## src/include/buck_regulator_pkg.sv

```systemverilog
package buck_regulator_pkg;

   // Register byte offsets on the APB bus.
   localparam logic [11:0] CTRL_OFFSET   = 12'h000;
   localparam logic [11:0] STATUS_OFFSET = 12'h004;
   localparam logic [11:0] MASK_OFFSET   = 12'h008;
   localparam logic [11:0] STATE_OFFSET  = 12'h00C;
   localparam logic [11:0] LEVEL_OFFSET  = 12'h010;
   localparam logic [11:0] PHASE_OFFSET  = 12'h014;

   // Field positions in the control register.
   localparam int CODE_LSB  = 0;
   localparam int RUN_LSB   = 5;
   localparam int STBY_LSB  = 7;
   localparam int ILIM_LSB  = 9;
   localparam int PHASE_LSB = 11;

   // Field positions in the state and level registers.
   localparam int ST_MODE_LSB  = 0;
   localparam int ST_EN_BIT    = 2;
   localparam int ST_DIS_BIT   = 3;
   localparam int ST_STBY_BIT  = 4;
   localparam int ST_CODE_LSB  = 5;
   localparam int ST_IND_LSB   = 10;
   localparam int ST_LOAD_BIT  = 12;
   localparam int LVL_PEAK_LSB = 16;

   // Mode field encodings.
   localparam logic [1:0] MODE_OFF      = 2'h0;
   localparam logic [1:0] MODE_PWM      = 2'h1;
   localparam logic [1:0] MODE_PFM      = 2'h2;
   localparam logic [1:0] MODE_AUTOSKIP = 2'h3;

   // Values after reset.
   localparam logic [2:0] PHASE_RESET = 3'h7;
   localparam logic [1:0] ILIM_RESET  = 2'h0;
   localparam logic       MASK_RESET  = 1'h0;

   // Cycles for the pin synchronisers to settle before the defaults load.
   localparam logic [1:0] INIT_WAIT = 2'h2;

   // Output discharge time before re-enable, and the clock rate.
   localparam int DISCHARGE_US = 100;
   localparam int CLK_MHZ      = 100;
   localparam int DISCHARGE_CYCLES = DISCHARGE_US * CLK_MHZ;

   // Output set point in millivolts for each voltage code.
   localparam logic [12:0] VOUT_MV [0:31] = '{
      13'h03E8, 13'h044C, 13'h04B0, 13'h04E2, 13'h0514, 13'h0546,
      13'h05DC, 13'h0640, 13'h0708, 13'h073A, 13'h07D0, 13'h0834,
      13'h0866, 13'h08CA, 13'h08FC, 13'h0960, 13'h09C4, 13'h0AF0,
      13'h0C4E, 13'h0C80, 13'h0CB2, 13'h0CE4, 13'h0D16, 13'h0D48,
      13'h0DAC, 13'h0ED8, 13'h0FA0, 13'h1004, 13'h1004, 13'h1004,
      13'h1004, 13'h1004};

   // Typical peak current limit in milliamps.
   localparam logic [12:0] ILIM_MA [0:3] = '{
      13'h0834, 13'h0A28, 13'h0BB8, 13'h1194};

   // Phase shift in degrees.
   localparam logic [8:0] PHASE_DEG [0:7] = '{
      9'h02D, 9'h05A, 9'h087, 9'h0B4, 9'h0E1, 9'h10E, 9'h13B, 9'h000};

   // Inductor value in nanohenries; zero marks the reserved code.
   localparam logic [10:0] IND_NH [0:3] = '{
      11'h3E8, 11'h1D6, 11'h5DC, 11'h000};

endpackage

```

## src/rtl/pin_sync.sv

```systemverilog
// Two-stage synchroniser for a vector of pin levels.
module pin_sync #(
   parameter int WIDTH = 1
) (
   input  wire logic             pclk,
   input  wire logic             presetn,
   input  wire logic [WIDTH-1:0] din,
   output      logic [WIDTH-1:0] dout
);

   typedef struct packed {
      logic [WIDTH-1:0] first;
      logic [WIDTH-1:0] second;
   } sync_s;

   sync_s r;
   sync_s next_r;

   // The first stage feeds only the second stage.
   always_comb begin
      next_r        = r;
      next_r.first  = din;
      next_r.second = r.first;
   end

   // Both stages clear under reset.
   always_ff @(posedge pclk or negedge presetn) begin
      if (!presetn) begin
         r <= '0;
      end else begin
         r <= next_r;
      end
   end

   assign dout = r.second;

endmodule

```

## src/rtl/buck_regulator_control.sv

```systemverilog
module buck_regulator_control #(
   parameter int DISCHARGE_CYCLES = buck_regulator_pkg::DISCHARGE_CYCLES
) (
   input  wire logic        pclk,
   input  wire logic        presetn,
   input  wire logic        psel,
   input  wire logic        penable,
   input  wire logic        pwrite,
   input  wire logic [11:0] paddr,
   input  wire logic [31:0] pwdata,
   output      logic [31:0] prdata,
   output      logic        pready,
   output      logic        pslverr,
   input  wire logic [4:0]  otp_voltage_default,
   input  wire logic        otp_in_sequence,
   input  wire logic [1:0]  inductor_select,
   input  wire logic        system_on,
   input  wire logic        standby_req,
   output      logic        regulator_enable,
   output      logic [1:0]  regulator_mode_field,
   output      logic        discharge_en,
   output      logic [12:0] setpoint_mv,
   output      logic [12:0] peak_limit_ma,
   output      logic [8:0]  phase_shift_deg,
   output      logic [10:0] inductor_nh,
   output      logic        irq_out_n
);

   localparam int CNT_W = $clog2(DISCHARGE_CYCLES + 1);
   localparam logic [CNT_W-1:0] CNT_LAST =
      CNT_W'(DISCHARGE_CYCLES - 1);

   typedef enum logic [1:0] {
      ST_INIT,
      ST_ACTIVE,
      ST_DISCHARGE
   } fsm_e;

   typedef struct packed {
      logic             pready;
      logic             pslverr;
      logic [31:0]      prdata;
      logic [1:0]       init_cnt;
      logic             loaded;
      fsm_e             fsm;
      logic [CNT_W-1:0] cnt;
      logic [4:0]       code;
      logic [1:0]       run_mode;
      logic [1:0]       stby_mode;
      logic [1:0]       ilim;
      logic [2:0]       phase;
      logic             mask;
      logic             status;
      logic [4:0]       applied;
      logic             reg_enable;
      logic [1:0]       reg_mode;
      logic             discharge;
      logic [12:0]      setpoint;
      logic [12:0]      peak_ma;
      logic [8:0]       phase_deg;
      logic [10:0]      ind_nh;
      logic             irq_n;
   } state_s;

   state_s      r;
   state_s      next_r;
   logic [9:0]  pins_s;
   logic [4:0]  otp_code_s;
   logic        otp_seq_s;
   logic [1:0]  ind_sel_s;
   logic        sys_on_s;
   logic        stby_s;
   logic        access;
   logic        done;
   logic        hit;
   logic [31:0] rd_val;
   logic [1:0]  sel_mode;
   logic        want_on;
   logic        code_change;

   // All pin levels pass two flip-flops before any logic reads them.
   pin_sync #(
      .WIDTH(10)
   ) u_pin_sync (
      .pclk   (pclk),
      .presetn(presetn),
      .din    ({otp_voltage_default, otp_in_sequence, inductor_select,
                system_on, standby_req}),
      .dout   (pins_s)
   );

   assign otp_code_s = pins_s[9:5];
   assign otp_seq_s  = pins_s[4];
   assign ind_sel_s  = pins_s[3:2];
   assign sys_on_s   = pins_s[1];
   assign stby_s     = pins_s[0];

   // Address decode and read data for the register map.
   always_comb begin
      hit    = 1'b1;
      rd_val = '0;
      case (paddr)
         buck_regulator_pkg::CTRL_OFFSET: begin
            rd_val[buck_regulator_pkg::CODE_LSB +: 5]  = r.code;
            rd_val[buck_regulator_pkg::RUN_LSB +: 2]   = r.run_mode;
            rd_val[buck_regulator_pkg::STBY_LSB +: 2]  = r.stby_mode;
            rd_val[buck_regulator_pkg::ILIM_LSB +: 2]  = r.ilim;
            rd_val[buck_regulator_pkg::PHASE_LSB +: 3] = r.phase;
         end
         buck_regulator_pkg::STATUS_OFFSET: begin
            rd_val[0] = r.status;
         end
         buck_regulator_pkg::MASK_OFFSET: begin
            rd_val[0] = r.mask;
         end
         buck_regulator_pkg::STATE_OFFSET: begin
            rd_val[buck_regulator_pkg::ST_MODE_LSB +: 2] = r.reg_mode;
            rd_val[buck_regulator_pkg::ST_EN_BIT]   = r.reg_enable;
            rd_val[buck_regulator_pkg::ST_DIS_BIT]  = r.discharge;
            rd_val[buck_regulator_pkg::ST_STBY_BIT] = stby_s;
            rd_val[buck_regulator_pkg::ST_CODE_LSB +: 5] = r.applied;
            rd_val[buck_regulator_pkg::ST_IND_LSB +: 2]  = ind_sel_s;
            rd_val[buck_regulator_pkg::ST_LOAD_BIT] = r.loaded;
         end
         buck_regulator_pkg::LEVEL_OFFSET: begin
            rd_val[12:0] = r.setpoint;
            rd_val[buck_regulator_pkg::LVL_PEAK_LSB +: 13] = r.peak_ma;
         end
         buck_regulator_pkg::PHASE_OFFSET: begin
            rd_val[8:0]   = r.phase_deg;
            rd_val[26:16] = r.ind_nh;
         end
         default: begin
            hit = 1'b0;
         end
      endcase
   end

   // Bus phases: the first access cycle prepares the answer, the
   // second completes the transfer and commits any side effect.
   assign access = psel & penable & ~r.pready;
   assign done   = psel & penable & r.pready;

   // The mode in force follows the system state.
   always_comb begin
      sel_mode = stby_s ? r.stby_mode : r.run_mode;
      want_on  = r.loaded & sys_on_s &
                 (sel_mode != buck_regulator_pkg::MODE_OFF);
   end

   // A voltage write that alters the code while the output is live.
   assign code_change = done & pwrite & hit &
      (paddr == buck_regulator_pkg::CTRL_OFFSET) &
      (pwdata[buck_regulator_pkg::CODE_LSB +: 5] != r.code) &
      r.reg_enable;

   // Next-state logic for the whole block.
   always_comb begin
      next_r         = r;
      next_r.pready  = 1'b0;
      next_r.pslverr = 1'b0;

      // Answer one cycle into the access phase; unmapped reads give zero.
      if (access) begin
         next_r.pready  = 1'b1;
         next_r.prdata  = rd_val;
         next_r.pslverr = ~hit;
      end

      // Register writes take effect on the completing edge.
      if (done && pwrite && hit) begin
         case (paddr)
            buck_regulator_pkg::CTRL_OFFSET: begin
               if (r.loaded) begin
                  next_r.code =
                     pwdata[buck_regulator_pkg::CODE_LSB +: 5];
                  next_r.run_mode =
                     pwdata[buck_regulator_pkg::RUN_LSB +: 2];
                  next_r.stby_mode =
                     pwdata[buck_regulator_pkg::STBY_LSB +: 2];
                  next_r.ilim =
                     pwdata[buck_regulator_pkg::ILIM_LSB +: 2];
                  next_r.phase =
                     pwdata[buck_regulator_pkg::PHASE_LSB +: 3];
               end
            end
            buck_regulator_pkg::MASK_OFFSET: begin
               next_r.mask = pwdata[0];
            end
            default: begin
               next_r.mask = r.mask;
            end
         endcase
      end

      // A read of the status clears only what that read returned.
      if (done && !pwrite &&
          (paddr == buck_regulator_pkg::STATUS_OFFSET)) begin
         next_r.status = r.status & ~r.prdata[0];
      end

      // Sequencer for default load, normal running and discharge.
      case (r.fsm)
         ST_INIT: begin
            next_r.init_cnt = r.init_cnt + 2'h1;
            if (r.init_cnt == buck_regulator_pkg::INIT_WAIT) begin
               next_r.loaded  = 1'b1;
               next_r.fsm     = ST_ACTIVE;
               next_r.code    = otp_code_s;
               next_r.applied = otp_code_s;
               next_r.phase   = buck_regulator_pkg::PHASE_RESET;
               next_r.ilim    = buck_regulator_pkg::ILIM_RESET;
               next_r.run_mode = otp_seq_s ?
                  buck_regulator_pkg::MODE_AUTOSKIP :
                  buck_regulator_pkg::MODE_OFF;
               next_r.stby_mode = otp_seq_s ?
                  buck_regulator_pkg::MODE_AUTOSKIP :
                  buck_regulator_pkg::MODE_OFF;
            end
         end
         ST_ACTIVE: begin
            // While off, the applied code simply tracks the written one.
            next_r.applied = r.code;
            if (code_change) begin
               next_r.fsm = ST_DISCHARGE;
               next_r.cnt = '0;
            end
         end
         ST_DISCHARGE: begin
            next_r.cnt = r.cnt + CNT_W'(1);
            if (r.cnt == CNT_LAST) begin
               next_r.fsm     = ST_ACTIVE;
               next_r.applied = next_r.code;
               next_r.cnt     = '0;
            end
         end
         default: begin
            next_r.fsm = ST_INIT;
         end
      endcase

      // Mode decode; a standby switch alone never changes the code.
      next_r.reg_mode   = want_on ? sel_mode :
                          buck_regulator_pkg::MODE_OFF;
      next_r.discharge  = (next_r.fsm == ST_DISCHARGE);
      next_r.reg_enable = want_on & (next_r.fsm == ST_ACTIVE);

      // Any change of the operating mode raises the sticky flag.
      if (next_r.reg_mode != r.reg_mode) begin
         next_r.status = 1'b1;
      end

      // Decoded levels from the lookup tables.
      next_r.setpoint  =
         buck_regulator_pkg::VOUT_MV[next_r.applied];
      next_r.peak_ma   =
         buck_regulator_pkg::ILIM_MA[next_r.ilim];
      next_r.phase_deg =
         buck_regulator_pkg::PHASE_DEG[next_r.phase];
      next_r.ind_nh    =
         buck_regulator_pkg::IND_NH[ind_sel_s];

      // Level interrupt, low while an unmasked flag is set.
      next_r.irq_n = ~(next_r.status & ~next_r.mask);
   end

   // State register; control state takes fixed values under reset.
   always_ff @(posedge pclk or negedge presetn) begin
      if (!presetn) begin
         r           <= '0;
         r.fsm       <= ST_INIT;
         r.phase     <= buck_regulator_pkg::PHASE_RESET;
         r.ilim      <= buck_regulator_pkg::ILIM_RESET;
         r.mask      <= buck_regulator_pkg::MASK_RESET;
         r.irq_n     <= 1'b1;
      end else begin
         r <= next_r;
      end
   end

   // Every output comes straight from the state register.
   assign prdata               = r.prdata;
   assign pready               = r.pready;
   assign pslverr              = r.pslverr;
   assign regulator_enable     = r.reg_enable;
   assign regulator_mode_field = r.reg_mode;
   assign discharge_en         = r.discharge;
   assign setpoint_mv          = r.setpoint;
   assign peak_limit_ma        = r.peak_ma;
   assign phase_shift_deg      = r.phase_deg;
   assign inductor_nh          = r.ind_nh;
   assign irq_out_n            = r.irq_n;

endmodule

```

## config.mk

```make
export PLATFORM = sky130hd
export DESIGN_NAME = buck_regulator_control
export DESIGN_NICKNAME = d
export VERILOG_FILES = /design/src/include/buck_regulator_pkg.sv /design/src/rtl/pin_sync.sv /design/src/rtl/buck_regulator_control.sv
export SDC_FILE = /design/constraint.sdc
export NUM_CORES = 1
export LEC_CHECK = 0
export ABC_CLOCK_PERIOD_IN_PS = 4400
export BUFFER_PORTS_ARGS = -buffer_cell sky130_fd_sc_hd__buf_2
export CORE_ASPECT_RATIO = 1.75
export CORE_MARGIN = 2
export CORE_UTILIZATION = 55
export DETAILED_ROUTE_END_ITERATION = 8
export PLACE_DENSITY = 0.81
export SETUP_SLACK_MARGIN = 0.1
export SYNTH_ARGS = -nofsm -noshare
export SYNTH_HDL_FRONTEND = slang
export SYNTH_SLANG_ARGS = --single-unit
```

## constraint.sdc

```tcl
create_clock -name pclk -period 4.4 [get_ports pclk]
set_input_delay 0.44 -clock pclk [delete_from_list [all_inputs] [get_ports pclk]]
set_output_delay 0.44 -clock pclk [all_outputs]
set_load 0.05 [all_outputs]
```

=== Word-level counts from Yosys, hierarchy flattened ===
Memories as Yosys holds them, arrays and structs flattened. A register that Yosys moved wholly into a read port is not among the register bits.
Index checks and enable logic that the tools add are counted.
Widths: inputs -> output; s select.

* Register bits after elaboration: 118
* Bits in latches: 0
* Bits in writable memories: 0
* ROM bits: 488
* Input port bits: 59
* Output and inout port bits: 85
* Logic and storage cells: 112
* Memories kept: 2

* $add $sub $neg: 2
* Multiply operators: 0
* Div/mod/pow operators: 0
* Order comparisons: 2
* Eq/ne operators: 14
* Shifts and indexed selects: 0
* Multiplexer cells: 33
* Bitwise operators: 22
* Reduce and logical (&&, ||, !) cells: 14

{| class="wikitable"
|+ Memories
! memory !! depth !! width !! rd ports !! clocked after Yosys merged registers in !! wr ports !! line !! source
|-
| (name not given) || 32 || 13 || 1 || 1 || 0 || buck_regulator_control.sv:255 || <nowiki>buck_regulator_pkg::VOUT_MV[next_r.applied];</nowiki>
|-
| (name not given) || 8 || 9 || 1 || 1 || 0 || buck_regulator_control.sv:259 || <nowiki>buck_regulator_pkg::PHASE_DEG[next_r.phase];</nowiki>
|}

{| class="wikitable"
|+ Operator list
! cell !! count
|-
| $mux 14 || 4
|-
| $mux 34 || 1
|-
| $mux 16 || 2
|-
| $pmux 8 s4 || 1
|-
| $pmux 14 s2 || 1
|-
| $bmux 13 s2 || 1
|-
| $mux 13 || 2
|-
| $eq 12x4->1 const B || 2
|-
| $eq 12x5->1 const B || 2
|-
| $bmux 11 s2 || 1
|-
| $mux 11 || 2
|-
| $pmux 11 s2 || 1
|-
| $mux 15 || 1
|-
| $pmux 5 s3 || 1
|-
| $add 14x1->14 const B || 1
|-
| $eq 14x14->1 const B || 1
|-
| $and 1x1->1 || 13
|-
| $eq 12x3->1 const B || 1
|-
| $logic_not 12->1 || 1
|-
| $pmux 4 s3 || 1
|-
| $mux 2 || 5
|-
| $mux 5 || 2
|-
| $eq 2x2->1 const B || 3
|-
| $ge 3x3->1 const B || 2
|-
| 18 further kinds || 35
|}

=== Depth between registers and ports, before layout ===
* Word-level depth: 11
* Mapped depth: 15
* Mapped depth without buffers: 13

=== Cells and area by module ===
A second synthesis with hierarchy kept.

* Cell total of the unflattened synthesis: 667
* Area, all modules: 6449.9 sq um

{| class="wikitable"
|+ Modules (own cells, without submodules)
! module !! instances !! cells an instance !! area each (sq um) !! seq. area each (sq um)
|-
| buck_regulator_control || 1 || 647 || 5949.5 || 2607.5
|-
| pin_sync || 1 || 20 || 500.5 || 500.5
|}

=== Least setup slack after synthesis ===
OpenSTA, ideal clock, no wires.

* Path type: reg2reg
* Start point: reg r (netlist bit pready)
* End point: reg, netlist name setpoint_mv[7]
* Setup time: 0.126 ns
* Data arrival time: 3.052 ns
* Required time: 4.274 ns
* Path slack: 1.222 ns
* Cell stages (with the launch flop): 12
* Buffers on the path: 0
* Period minus slack after synthesis: 3.178 ns
* Cell sequence: dfrtp_1 > nand4_1 > nor3b_1 > nand2_1 > mux2i_1 > o22ai_1 > o21ai_2 > inv_1 > ha_1 > a221o_2 > nor3_1 > nor3_2

* Cells in the longest elaborated chain, start to end: 7

{| class="wikitable"
|+ Ends and longest elaborated chain
! element !! line !! source
|-
| start, declared || buck_regulator_control.sv:65 || <nowiki>state_s r;</nowiki>
|-
| start signal, assigned || buck_regulator_control.sv:277 || <nowiki>r <= next_r;</nowiki>
|-
| $and 1x1->1 || buck_regulator_control.sv:142 || <nowiki>assign done = psel & penable & r.pready;</nowiki>
|-
| $logic_and 1x1->1 (2 in series) || buck_regulator_control.sv:171 || <nowiki>if (done && pwrite && hit) begin</nowiki>
|-
| $mux 15 || buck_regulator_control.sv:171 ||
|-
| $mux 5 || buck_regulator_control.sv:231 || <nowiki>if (r.cnt == CNT_LAST) begin</nowiki>
|-
| $pmux 5 s3 || buck_regulator_control.sv:203 || <nowiki>case (r.fsm)</nowiki>
|-
| $not 5->6 (not written as such) || buck_regulator_control.sv:255 ||
|}

Every way passes these cells.
A chain may end at the register's enable or synchronous reset.

=== Worst setup path in the final report ===
* Start point: reg r[77] (netlist name)
* End point: reg, netlist name setpoint_mv[8]

* Cells in the longest elaborated chain, start to end: 4

{| class="wikitable"
|+ Ends and longest elaborated chain
! element !! line
|-
| $eq 14x14->1 || buck_regulator_control.sv:231
|-
| $mux 5 || buck_regulator_control.sv:231
|-
| $pmux 5 s3 || buck_regulator_control.sv:203
|-
| $not 5->6 (not written as such) || buck_regulator_control.sv:255
|}

Every way passes these cells.

==> metrics.yaml <==
final_cell_area_um2: 7270
dieArea_um2: 12700
routed-via-count: 5096
synth_edf_count: 0
grt_pass1_vias: 5174
period_needed_ns: 3.78
fillers: 904
clk_pin_slew_ns: 0.05
diodes: 0
antenna_found_initial: 0
area_growth_pct: 11.9
rows: 52
yosys_warnings: 0
num_io_pins: 144
clk_latency_ns: 0.42
max_clock_freq_mhz: 265
fin_crit_sh: 0.858
vias_per_cell: 5.97
setup_viol: 0
yosys.area.top_type: "dfrtp_1"
ys_seq_elements: 124
slew-limit-headroom: 0.429
grt_remaining_overflow: 0
die_x_um: 86.1
ant_nets: 0
slowest_delay_ns: 0.69
cts_root_buf: "clkbuf_16"
drc: 0
fin_util: 0.631
grt.busiest_layer: "met2"
ys_types: 71
peakVddDrop_uv: 279
cp_data_arrival_time_ns: 4.10
instances_no_fill: 853
multi_input_area_um2: 2610
postCtsSetupRepairBufs: 0
drtIter0Drc: 458
finalClockSkew_ns: 0.00738
cp.depth: 8
power.density_nw_per_um2: 423
post_drt_wl_per_cell_um: 18.9
cts_resized: 0
synthFlopType: "dfrtp_1"
dpl.hpwl_um: 11500
dp.cells: 821
final_hold_viol_count: 0
yosysSeqAreaShare: 0.479
worst_slew_pin_slew_ns: 0.856
h-tree-depth: 4
min_path_type: "in2reg"
power_w: 0.00308
drtPass1Iterations: 5
synth.avg_cell_area_um2: 9.81
reg2reg_slack_ns: 0.62
initial_core_util: 0.564
layout-drive-gt1-share: 0.259
rsz0062_at_grt: "no"
layout_common_cells: "120 x dfrtp_1, 112 x buf_2, 91 x nand2_1, 42 x nor2_1, 42 x o21ai_0"
crit_path_end_kind: "register"
numCtsBuffers: 17
drt-total-wl_um: 16100
portBuffers: 113
cp.required_ns: 4.73
synth_top_area_share: 0.462
drv_slew: 0
dpl_cell_area_um2: 6600
run_status: "finished, final reports clean"
hold_depth: 1
postCtsHoldBufs: 0
critPathLaunchType: "register"
power_leakage_nw: 3.52
cts_max_path_buffers: 2
path_cells: "or4_4, or4_1, a221oi_1, and3_1, clkinv_2, nor2_1, a22oi_1, a31oi_1"
grt_pass1_wl_um: 25900
use_met1: 0.281
syn_area_um2: 6490
cts_tree: "done"
crit_type: "reg2reg"
grt_max_degree: 70
synth.area.top_cells: "dfrtp_1 46%, buf_4 9.2%, nand2_1 5.3%, ha_1 3.5%, o21ai_0 3.2%"
place_congestion: 0.983
finalSetupTns_ns: 0
grt_use_met3: 0.0514
async_flop_share: 1.00
crit_family: "simple AND/OR/NAND/NOR gates"
worstPathMaxFanout: 13
syn_inst: 662
die_h_um: 148
core_area_um2: 11500
crit_buf_inv: 1
critPathSlowestCell: "and3_1"
nets: 782
grt.total_usage: 0.263
drv_cap: 0
r2r_cells: 8
mostFrequentLayoutCell: "dfrtp_1"
clkSinkCount: 124
grtUsageMet2: 0.479
regArea_um2: 3110
Yosys cell counts (6+ instances only):
cell      count
dfrtp_1     120
mux2_2       11
buf_4        80
a22oi_1       9
a31oi_1       8
mux2i_1      12
nand3_1      24
nand4_1       7
inv_1        19
o21ai_0      42
xor2_1       12
nand2_1      91
ha_1         18
nor2_1       42
a222oi_1      8
xnor2_1       6
a21oi_1      21
clkbuf_1     18
nand2b_1      6
area by class of cell:
cell class	instances	share of cell area
Inverter	22	0.0115
Multi-Input combinational cell	419	0.359
Clock buffer	18	0.0590
Timing Repair Buffer	121	0.0864
Clock inverter	14	0.0334
Sequential cell	124	0.427
Tap cell	135	0.0232
flip-flops by register name (all words and copies together) (netlist names):
| register | count |
|---|---|
| phase_shift_deg | 9 |
| peak_limit_ma | 6 |
| u_pin_sync.dout | 10 |
| setpoint_mv | 12 |
| r | 39 |
| u_pin_sync.next_r | 10 |
| irq_out_n | 1 |
| discharge_en | 1 |
| regulator_enable | 1 |
| regulator_mode_field | 2 |
| prdata | 25 |
| pready | 1 |
| inductor_nh | 6 |
| pslverr | 1 |
layer usage:
layer	wire [um]	up-vias
li1	-	2311
met2	8990	243
met4	586	0
met5	0	-
met1	5630	2496
met3	923	46
stage by stage:
stage | setup slack [ns] | hold WS (ns)
4_1_cts | 0.681 | 0.120
3_5_place_dp | 0.700 | 0.336
2_1_floorplan | 1.22 | 0.144
6_report | 0.623 | 0.125
3_3_place_gp | 0.735 | 0.333
5_1_grt | 0.416 | 0.120
final timing paths:
path	from	to
max in group asynchronous	presetn	u_pin_sync.next_r[3]
worst max-delay path	r[77]	setpoint_mv[8]
worst min-delay path	otp_in_sequence	u_pin_sync.next_r[4]
worst min register to register	u_pin_sync.next_r[3]	u_pin_sync.dout[3]
min in group asynchronous	presetn	r[56]
worst max register to register	r[77]	setpoint_mv[8]
kinds of logic after synthesis:
family          Yosys count  share of synthesized area
buf+inv                 130                      0.126
simple gates            220                      0.163
xor+xnor                 19                     0.0285
compound gates          126                      0.128
other cells               1                   0.000577
mux                      24                     0.0410
fa+ha+maj                18                     0.0347
flops                   124                      0.479
power by group:
group          total (W)  leakage [nW]  switching (W)  internal (W)
clock            0.00158         0.317       0.000517       0.00106
combinational   0.000286          1.67       0.000209     0.0000768
sequential       0.00121          1.53      0.0000334       0.00117
(Power assumes the default switching activity.)
